<file path="src/hdl/iac_map.vh">
`ifndef IAC_MAP_VH
`define IAC_MAP_VH

// ********************************************
// Operation codes presented by the decoder
// ********************************************
`define IAC_OP_W 4
`define IAC_OP_SUM_IMM_TRAP 4'h0
`define IAC_OP_SUM_IMM_WRAP 4'h1
`define IAC_OP_SLT_IMM_S 4'h2
`define IAC_OP_SLT_IMM_U 4'h3
`define IAC_OP_AND_IMM 4'h4
`define IAC_OP_OR_IMM 4'h5
`define IAC_OP_XOR_IMM 4'h6
`define IAC_OP_UPPER_IMM 4'h7
`define IAC_OP_SUM_TRAP 4'h8
`define IAC_OP_SUM_WRAP 4'h9
`define IAC_OP_DIFF_TRAP 4'hA
`define IAC_OP_DIFF_WRAP 4'hB
`define IAC_OP_SLT_S 4'hC
`define IAC_OP_SLT_U 4'hD
`define IAC_OP_AND 4'hE
`define IAC_OP_NOR_OR_XOR 4'hF

// ********************************************
// Register-form logic sub-select (for op 4'hF)
// ********************************************
`define IAC_LSEL_OR 2'h0
`define IAC_LSEL_XOR 2'h1
`define IAC_LSEL_NOR 2'h2

// ********************************************
// Field layout and reset values
// ********************************************
`define IAC_IMM_W 16
`define IAC_IMM_MSB 15
`define IAC_DEST_W 5
`define IAC_RESULT_RST 32'h0000_0000

`endif

</file>
<file path="src/hdl/iac_addsub.v">
`timescale 1ns/1ns

// ********************************************
// Adder/subtractor with signed overflow and compares
// ********************************************
module iac_addsub #(
	parameter WIDTH = 32
) (
	// Operands
	input wire [WIDTH-1:0] a,
	input wire [WIDTH-1:0] b,
	input wire sub,
	// Results
	output wire [WIDTH-1:0] sum,
	output wire ovf,
	output wire lt_s,
	output wire lt_u
);
	wire [WIDTH-1:0] b_eff;
	wire [WIDTH:0] full;
	wire [WIDTH:0] diff_full;

	assign b_eff = sub ? ~b : b;
	assign full = {1'b0, a} + {1'b0, b_eff} + {{WIDTH{1'b0}}, sub};
	assign sum = full[WIDTH-1:0];
	// Overflow: operands of equal sign give a result of the other sign
	assign ovf = (a[WIDTH-1] == b_eff[WIDTH-1]) && (sum[WIDTH-1] != a[WIDTH-1]);
	// Compare uses its own subtraction so it never depends on sub
	assign diff_full = {1'b0, a} + {1'b0, ~b} + {{WIDTH{1'b0}}, 1'b1};
	assign lt_u = ~diff_full[WIDTH];
	assign lt_s = (a[WIDTH-1] != b[WIDTH-1]) ? a[WIDTH-1] : diff_full[WIDTH-1];
endmodule

</file>
<file path="src/hdl/iac_opnd.v">
`timescale 1ns/1ns
`include "iac_map.vh"

// ********************************************
// Second operand selection and immediate extension
// ********************************************
module iac_opnd #(
	parameter WIDTH = 32
) (
	// Inputs
	input wire use_imm,
	input wire sign_ext,
	input wire upper,
	input wire [`IAC_IMM_W-1:0] imm,
	input wire [WIDTH-1:0] src_b,
	// Output
	output wire [WIDTH-1:0] opnd_b
);
	wire [WIDTH-1:0] imm_sx;
	wire [WIDTH-1:0] imm_zx;
	wire [WIDTH-1:0] imm_up;

	assign imm_sx = {{(WIDTH-`IAC_IMM_W){imm[`IAC_IMM_MSB]}}, imm};
	assign imm_zx = {{(WIDTH-`IAC_IMM_W){1'b0}}, imm};
	// Lower half forced to zero
	assign imm_up = {imm, {(WIDTH-`IAC_IMM_W){1'b0}}};
	assign opnd_b = !use_imm ? src_b : (upper ? imm_up : (sign_ext ? imm_sx : imm_zx));
endmodule

</file>
<file path="src/hdl/iac_top.v">
// Summary of operation
// - Second operand is a register or the instruction's 16-bit immediate.
// - Trapping immediate add: sign-extend, add to first source, trap on overflow.
// - Wrapping immediate add: same sum, wraps, never traps.
// - Signed less-than against sign-extended immediate gives 1 or 0.
// - Unsigned less-than against sign-extended immediate gives 1 or 0, no trap.
// - AND, OR, XOR immediate use the zero-extended immediate.
// - Upper load puts immediate in top half, lower half zero.
// - Trapping register add or subtract, trap on signed overflow.
// - Wrapping register add or subtract never traps.
// - Signed less-than of two registers gives 1 or 0.
// - Unsigned less-than of two registers gives 1 or 0.
// - Register AND, OR, XOR, NOR apply bit by bit.
`timescale 1ns/1ns
`include "iac_map.vh"

module iac_top #(
	parameter WIDTH = 32
) (
	// Clock and reset
	input wire clk,
	input wire nrst,
	// Issue from decoder
	input wire issue_valid,
	input wire [`IAC_OP_W-1:0] op,
	input wire [1:0] logic_sel,
	input wire [`IAC_DEST_W-1:0] dest_idx,
	input wire [`IAC_IMM_W-1:0] imm,
	// Operands from register file
	input wire [WIDTH-1:0] first_source_reg,
	input wire [WIDTH-1:0] second_source_reg,
	// Writeback to register file
	output reg wr_en,
	output reg [`IAC_DEST_W-1:0] wr_idx,
	output reg [WIDTH-1:0] wr_data,
	// Exception logic
	output reg ovf_trap
);
	// ********************************************
	// Operation decode
	// ********************************************
	reg use_imm;
	reg sign_ext;
	reg upper;
	reg sub;
	reg traps;
	wire [WIDTH-1:0] opnd_b;
	wire [WIDTH-1:0] sum;
	wire ovf;
	wire lt_s;
	wire lt_u;
	reg [WIDTH-1:0] res;

	// Every op spells out all five controls, so a new op cannot quietly
	// inherit a trap or an operand source from the op beside it.
	always @* begin
		case (op)
		`IAC_OP_SUM_IMM_TRAP: begin
			use_imm = 1'b1;
			sign_ext = 1'b1;
			upper = 1'b0;
			sub = 1'b0;
			traps = 1'b1;
		end
		`IAC_OP_SUM_IMM_WRAP: begin
			use_imm = 1'b1;
			sign_ext = 1'b1;
			upper = 1'b0;
			sub = 1'b0;
			traps = 1'b0;
		end
		`IAC_OP_SLT_IMM_S: begin
			use_imm = 1'b1;
			sign_ext = 1'b1;
			upper = 1'b0;
			sub = 1'b0;
			traps = 1'b0;
		end
		`IAC_OP_SLT_IMM_U: begin
			use_imm = 1'b1;
			sign_ext = 1'b1;
			upper = 1'b0;
			sub = 1'b0;
			traps = 1'b0;
		end
		`IAC_OP_AND_IMM: begin
			use_imm = 1'b1;
			sign_ext = 1'b0;
			upper = 1'b0;
			sub = 1'b0;
			traps = 1'b0;
		end
		`IAC_OP_OR_IMM: begin
			use_imm = 1'b1;
			sign_ext = 1'b0;
			upper = 1'b0;
			sub = 1'b0;
			traps = 1'b0;
		end
		`IAC_OP_XOR_IMM: begin
			use_imm = 1'b1;
			sign_ext = 1'b0;
			upper = 1'b0;
			sub = 1'b0;
			traps = 1'b0;
		end
		`IAC_OP_UPPER_IMM: begin
			use_imm = 1'b1;
			sign_ext = 1'b0;
			upper = 1'b1;
			sub = 1'b0;
			traps = 1'b0;
		end
		`IAC_OP_SUM_TRAP: begin
			use_imm = 1'b0;
			sign_ext = 1'b0;
			upper = 1'b0;
			sub = 1'b0;
			traps = 1'b1;
		end
		`IAC_OP_SUM_WRAP: begin
			use_imm = 1'b0;
			sign_ext = 1'b0;
			upper = 1'b0;
			sub = 1'b0;
			traps = 1'b0;
		end
		`IAC_OP_DIFF_TRAP: begin
			use_imm = 1'b0;
			sign_ext = 1'b0;
			upper = 1'b0;
			sub = 1'b1;
			traps = 1'b1;
		end
		`IAC_OP_DIFF_WRAP: begin
			use_imm = 1'b0;
			sign_ext = 1'b0;
			upper = 1'b0;
			sub = 1'b1;
			traps = 1'b0;
		end
		`IAC_OP_SLT_S: begin
			use_imm = 1'b0;
			sign_ext = 1'b0;
			upper = 1'b0;
			sub = 1'b0;
			traps = 1'b0;
		end
		`IAC_OP_SLT_U: begin
			use_imm = 1'b0;
			sign_ext = 1'b0;
			upper = 1'b0;
			sub = 1'b0;
			traps = 1'b0;
		end
		`IAC_OP_AND: begin
			use_imm = 1'b0;
			sign_ext = 1'b0;
			upper = 1'b0;
			sub = 1'b0;
			traps = 1'b0;
		end
		`IAC_OP_NOR_OR_XOR: begin
			use_imm = 1'b0;
			sign_ext = 1'b0;
			upper = 1'b0;
			sub = 1'b0;
			traps = 1'b0;
		end
		default: begin
			use_imm = 1'b0;
			sign_ext = 1'b0;
			upper = 1'b0;
			sub = 1'b0;
			traps = 1'b0;
		end
		endcase
	end

	// ********************************************
	// Operand path and adder
	// ********************************************
	iac_opnd #(
		.WIDTH(WIDTH)
	) u_opnd (
		.use_imm(use_imm),
		.sign_ext(sign_ext),
		.upper(upper),
		.imm(imm),
		.src_b(second_source_reg),
		.opnd_b(opnd_b)
	);

	iac_addsub #(
		.WIDTH(WIDTH)
	) u_addsub (
		.a(first_source_reg),
		.b(opnd_b),
		.sub(sub),
		.sum(sum),
		.ovf(ovf),
		.lt_s(lt_s),
		.lt_u(lt_u)
	);

	// ********************************************
	// Result selection
	// ********************************************
	// The adder output is formed for every op; ovf is only heeded where
	// traps is set, so the wrapping forms share the same adder.
	always @* begin
		case (op)
		`IAC_OP_SUM_IMM_TRAP: begin
			res = sum;
		end
		`IAC_OP_SUM_IMM_WRAP: begin
			res = sum;
		end
		`IAC_OP_SUM_TRAP: begin
			res = sum;
		end
		`IAC_OP_SUM_WRAP: begin
			res = sum;
		end
		`IAC_OP_DIFF_TRAP: begin
			res = sum;
		end
		`IAC_OP_DIFF_WRAP: begin
			res = sum;
		end
		`IAC_OP_SLT_IMM_S: begin
			res = {{(WIDTH-1){1'b0}}, lt_s};
		end
		`IAC_OP_SLT_S: begin
			res = {{(WIDTH-1){1'b0}}, lt_s};
		end
		`IAC_OP_SLT_IMM_U: begin
			res = {{(WIDTH-1){1'b0}}, lt_u};
		end
		`IAC_OP_SLT_U: begin
			res = {{(WIDTH-1){1'b0}}, lt_u};
		end
		`IAC_OP_AND_IMM: begin
			res = first_source_reg & opnd_b;
		end
		`IAC_OP_AND: begin
			res = first_source_reg & opnd_b;
		end
		`IAC_OP_OR_IMM: begin
			res = first_source_reg | opnd_b;
		end
		`IAC_OP_XOR_IMM: begin
			res = first_source_reg ^ opnd_b;
		end
		`IAC_OP_UPPER_IMM: begin
			res = opnd_b;
		end
		`IAC_OP_NOR_OR_XOR: begin
			case (logic_sel)
			`IAC_LSEL_OR: begin
				res = first_source_reg | opnd_b;
			end
			`IAC_LSEL_XOR: begin
				res = first_source_reg ^ opnd_b;
			end
			`IAC_LSEL_NOR: begin
				res = ~(first_source_reg | opnd_b);
			end
			default: begin
				res = ~(first_source_reg | opnd_b);
			end
			endcase
		end
		default: begin
			res = sum;
		end
		endcase
	end

	// ********************************************
	// Writeback register
	// ********************************************
	// One cycle of latency; the trap suppresses the write so the
	// destination keeps its old value.
	always @(posedge clk) begin
		if (!nrst) begin
			wr_en <= 1'b0;
			ovf_trap <= 1'b0;
		end else begin
			wr_en <= issue_valid && !(traps && ovf);
			ovf_trap <= issue_valid && traps && ovf;
		end
	end

	// Index and data hold until the next issue, trapped or not, so the
	// register file side sees steady values between issues.
	always @(posedge clk) begin
		if (!nrst) begin
			wr_idx <= {`IAC_DEST_W{1'b0}};
			wr_data <= `IAC_RESULT_RST;
		end else if (issue_valid) begin
			wr_idx <= dest_idx;
			wr_data <= res;
		end
	end
endmodule

</file>
<file path="config.mk">
export PLATFORM = sky130hd
export DESIGN_NAME = iac_top
export DESIGN_NICKNAME = d
export VERILOG_FILES = /design/src/hdl/iac_addsub.v /design/src/hdl/iac_opnd.v /design/src/hdl/iac_top.v
export VERILOG_INCLUDE_DIRS = /design/src /design/src/hdl
export SDC_FILE = /design/constraint.sdc
export NUM_CORES = 1
export LEC_CHECK = 0
export BUFFER_PORTS_ARGS = -buffer_cell sky130_fd_sc_hd__clkbuf_2
export CAP_MARGIN = 20
export CORE_ASPECT_RATIO = 0.8
export CORE_MARGIN = 10
export CORE_UTILIZATION = 50
export CTS_BUF_LIST = sky130_fd_sc_hd__clkbuf_4
export DETAILED_ROUTE_END_ITERATION = 10
export GPL_TIMING_DRIVEN = 0
export PLACE_DENSITY = 0.73
export RECOVER_POWER = 50
export SLEW_MARGIN = 15
export SYNTH_ARGS = -nofsm -noshare
export SYNTH_HDL_FRONTEND = slang
export SYNTH_SLANG_ARGS = --single-unit
</file>
<file path="constraint.sdc">
create_clock -name clk -period 4.7 [get_ports clk]
set_input_delay 0.235 -clock clk [delete_from_list [all_inputs] [get_ports clk]]
set_output_delay 0.235 -clock clk [all_outputs]
set_load 0.01 [all_outputs]
</file>
==> summary.md <==
| Metric | Value |
|---|---|
| CTS clk-pin slew, worst paths | `~0.15 ns` |
| Final worst setup slack | `0.174 ns` |
| Cell variety after synth | `76` |
| Worst clock skew | `0 ns` |
| Crit start category | `input pin` |
| WS Path Type | `in2reg` |
| Clock Latency Late Sink | `0.42 ns` |
| Top Ports | `133` |
| Post-CTS setup buffer count | `0` |
| All-Layer GR Usage | `28.4%` |
| Die H | `126 um` |
| Fin util | `57.9%` |
| Synthesized Nets | `1171` |
| R2r startpoint | `wr_data[17]` |
| Post-synth EDFFs | `0` |
| Max-slew violations | `0` |
| Final WL | `28900 um` |
| Full die area | `19100 sq um` |
| #FFs+latches synth | `39` |
| CP cell instances | `clkbuf_2 -> buf_2 -> buf_4 -> buf_2 -> nand2_1 -> buf_1 -> xor2_1 -> ha_1 -> a21oi_2 -> nand2_1 -> a211oi_1 -> o211a_1 -> nand3_1 -> a221oi_2 -> mux2i_1 -> nor2b_1` |
| DRC Markers | `0` |
| Post-route design area | `7870 sq um` |
| CTS tree | `built` |
| CP startpoint | `op[3]` |
| Synth area leader | `ha_1` |
| Ys async rst share | `0%` |
| CP required | `5.08 ns` |
| WL/cell | `roughly 22 um` |
| Max IR drop VDD | `0.106 mV` |
| Pwr dens | `209 nW/um^2` |
| Largest family of logic cells by synthesized area | `compound AO/OA/AOI/OAI gates` |
| Setup TNS Final | `0 ns` |
| Final GP Congestion | `~1.1` |
| Crit path buf inv count | `5` |
| Cell with the most instances after synthesis | `ha_1` |
| Post-Synth XOR/XNOR Area | `under 10%` |
| Max Cap Viol | `0` |
| Worst-case reg-to-reg path depth | `3` |
| Mean Syn Cell Area | `7.12 sq um` |
| Crit path to | `ovf_trap` |
| Post-Synth Adder-Cell Area | `18.2%` |
| Vias in the first global route | `7828` |
| GRT Max-Usage Layer | `met2` |
| Met2 global-route usage | `between 40% and 50%` |
| Slowest stage delay, CP | `0.57 ns` |
| Post-DP HPWL | `22800 um` |
| Lkg Pwr | `~3.6 nW` |
| Worst-path maximum fanout | `10` |
| Fin Hold WS | `0.0644 ns` |
| Final period utilization | `96.3%` |
| Synth Area in Compound Gates | `36.0%` |
| Via-to-Cell Ratio | `6.36` |
| Run status | `complete, no violations` |
| Finish-stage setup viols | `0` |
| Placed Area | `7840 sq um` |
| Post-cts gate resize count | `1` |
| First-pass GRT wire length | `44000 um` |
| Cells after Synth | `977` |
| Placeable core area | `13600 sq um` |
| Met1 Use GR | `37.8%` |
| Most instantiated cells after synthesis | `ha_1 (98), a21oi_1 (97), nand2_1 (85)` |
| Worst min-delay path category | `in2reg` |
| Sequential area share after synthesis | `~11%` |
| Area grow syn2layout | `13.1%` |
| DRT antenna net count | `0` |
| Met3 usage | `7.33%` |
| Top post-synthesis cells by area | `ha_1 (18%), dfxtp_1 (11%), a21oi_1 (7.0%)` |
| FF-to-FF setup slack | `between 3 and 4 ns` |
| Antenna violations before repair | `0` |
| Die width | `152 um` |
| Vias | `~8k` |
| Pre-antenna DRT Iters | `6` |
| Netlist Area Pre-Place | `~7000 sq um` |
| Synthesis Warnings | `0` |
| Initial Util | `51.2%` |
| N_diodes | `0` |
| Clk sinks | `39` |
| H-tree levels | `2` |
| FP Rows | `38` |
| Overflow after GRT | `0` |
| RR Endpoint | `wr_data[17]` |
| Worst path slowest cell | `a221oi_2` |
| FMAX | `221 MHz` |
| Mux cell area share after synthesis | `1.44%` |
| RSZ-0062 raised after global routing | `no` |
| Ys flop type | `dfxtp_1` |
| Hold-fix buffers, CTS | `0` |
| Endpoint class of the critical path | `flip-flop` |
| Starting DRT DRC Count | `976` |
| Number of buffers created by CTS | `5` |
| Post-synth top area share | `~18%` |
| Final hold vios | `0` |
| Largest net degree at the start of global routing | `20` |
| Critical Path AT | `4.90 ns` |
| Top delay family on crit path | `compound AO/OA/AOI/OAI gates` |
| Slew @ Worst Pin | `around 0.9 ns` |
| CTS root buf | `clkbuf_4` |
| Clk buf depth | `2` |
| Critical Path Stages | `16` |
| Minimum clock period | `4.53 ns` |
| Port bufs | `131` |
| Share of cells above drive strength 1 | `12.0%` |
| Synth Area in Simple Gates | `18.5%` |
| Slew headroom | `37.8%` |
| Setup WS pre-CTS | `-0.643 ns` |
| Final nets | `1307` |
-- routing by layer --
metal	share of wire, %	vias up
met5	0	-
met4	5.3	0
met3	12	115
met2	41	536
met1	42	3726
li1	-	3854
-- logic make-up after synthesis --
| logic type | after synthesis |
|---|---|
| mux | 10 |
| fa+ha+maj | 100 |
| simple gates | 266 |
| flops | 39 |
| compound gates | 368 |
| xor+xnor | 53 |
| buf+inv | 141 |
-- final cells by class --
type	instances	area (sq um)
inverters	82	308
clock inverters	3	38.8
well taps	180	225
multi-input cells	797	5630
plain buffers	57	250
fillers	1379	5730
repair buffers	131	607
flip-flops and latches	39	781
clock buffers	5	37.5
-- sequential cells by signal, indices dropped and copies added (netlist names) --
name,count
wr_data,32
wr_en,1
wr_idx,5
ovf_trap,1
-- placed cells by master (no fill, tap or decap), types with 9 or more instances in the layout --
master,count
a211oi_1,11
a21boi_0,9
a21o_1,17
a21oi_1,97
a221oi_1,20
a22o_1,11
a22oi_1,27
a31oi_1,10
and3_1,11
buf_2,13
clkbuf_1,71
clkbuf_2,93
dfxtp_1,39
ha_1,98
inv_1,82
mux2i_1,10
nand2_1,85
nand2b_1,14
nand3_1,18
nor2_1,71
nor2b_1,20
nor3_1,9
o211ai_1,19
o21ai_0,56
o221ai_1,12
xnor2_1,43
xor2_1,10
-- worst reg2reg max path, cell delays in order (launching register included) --
cell     delay, ns
dfxtp_1       0.36
o21ai_0       0.28
nor3_1        0.08
a211o_1       0.31
-- report_power, final --
part / switching, mW / leakage (nW) / internal [mW] / total (mW)
clock network: 0.146 / 0.0426 / 0.109 / 0.255
logic: 0.633 / 3.25 / 0.377 / 1.01
registers: 0.0149 / 0.322 / 0.362 / 0.377
total: 0.794 / 3.61 / 0.848 / 1.64
-- worst min path at each step --
stage	start	end	slack, ns	cells after the start
floorplan	dest_idx[0]	wr_idx[0]	0.40	2
global placement	wr_data[13]	wr_data[13]	0.43	2
detailed placement	wr_data[13]	wr_data[13]	0.44	2
CTS	dest_idx[2]	wr_idx[2]	0.07	3
global route	dest_idx[1]	wr_idx[1]	0.1	3
finish	dest_idx[2]	wr_idx[2]	0.06	3
-- stage by stage --
stage,power [mW],cells
2_1_floorplan,1.05,977
3_3_place_gp,1.36,1288
3_5_place_dp,1.36,1288
4_1_cts,1.62,1294
5_1_grt,1.74,1294
6_report,1.64,1294
(Power assumes the default switching activity.)
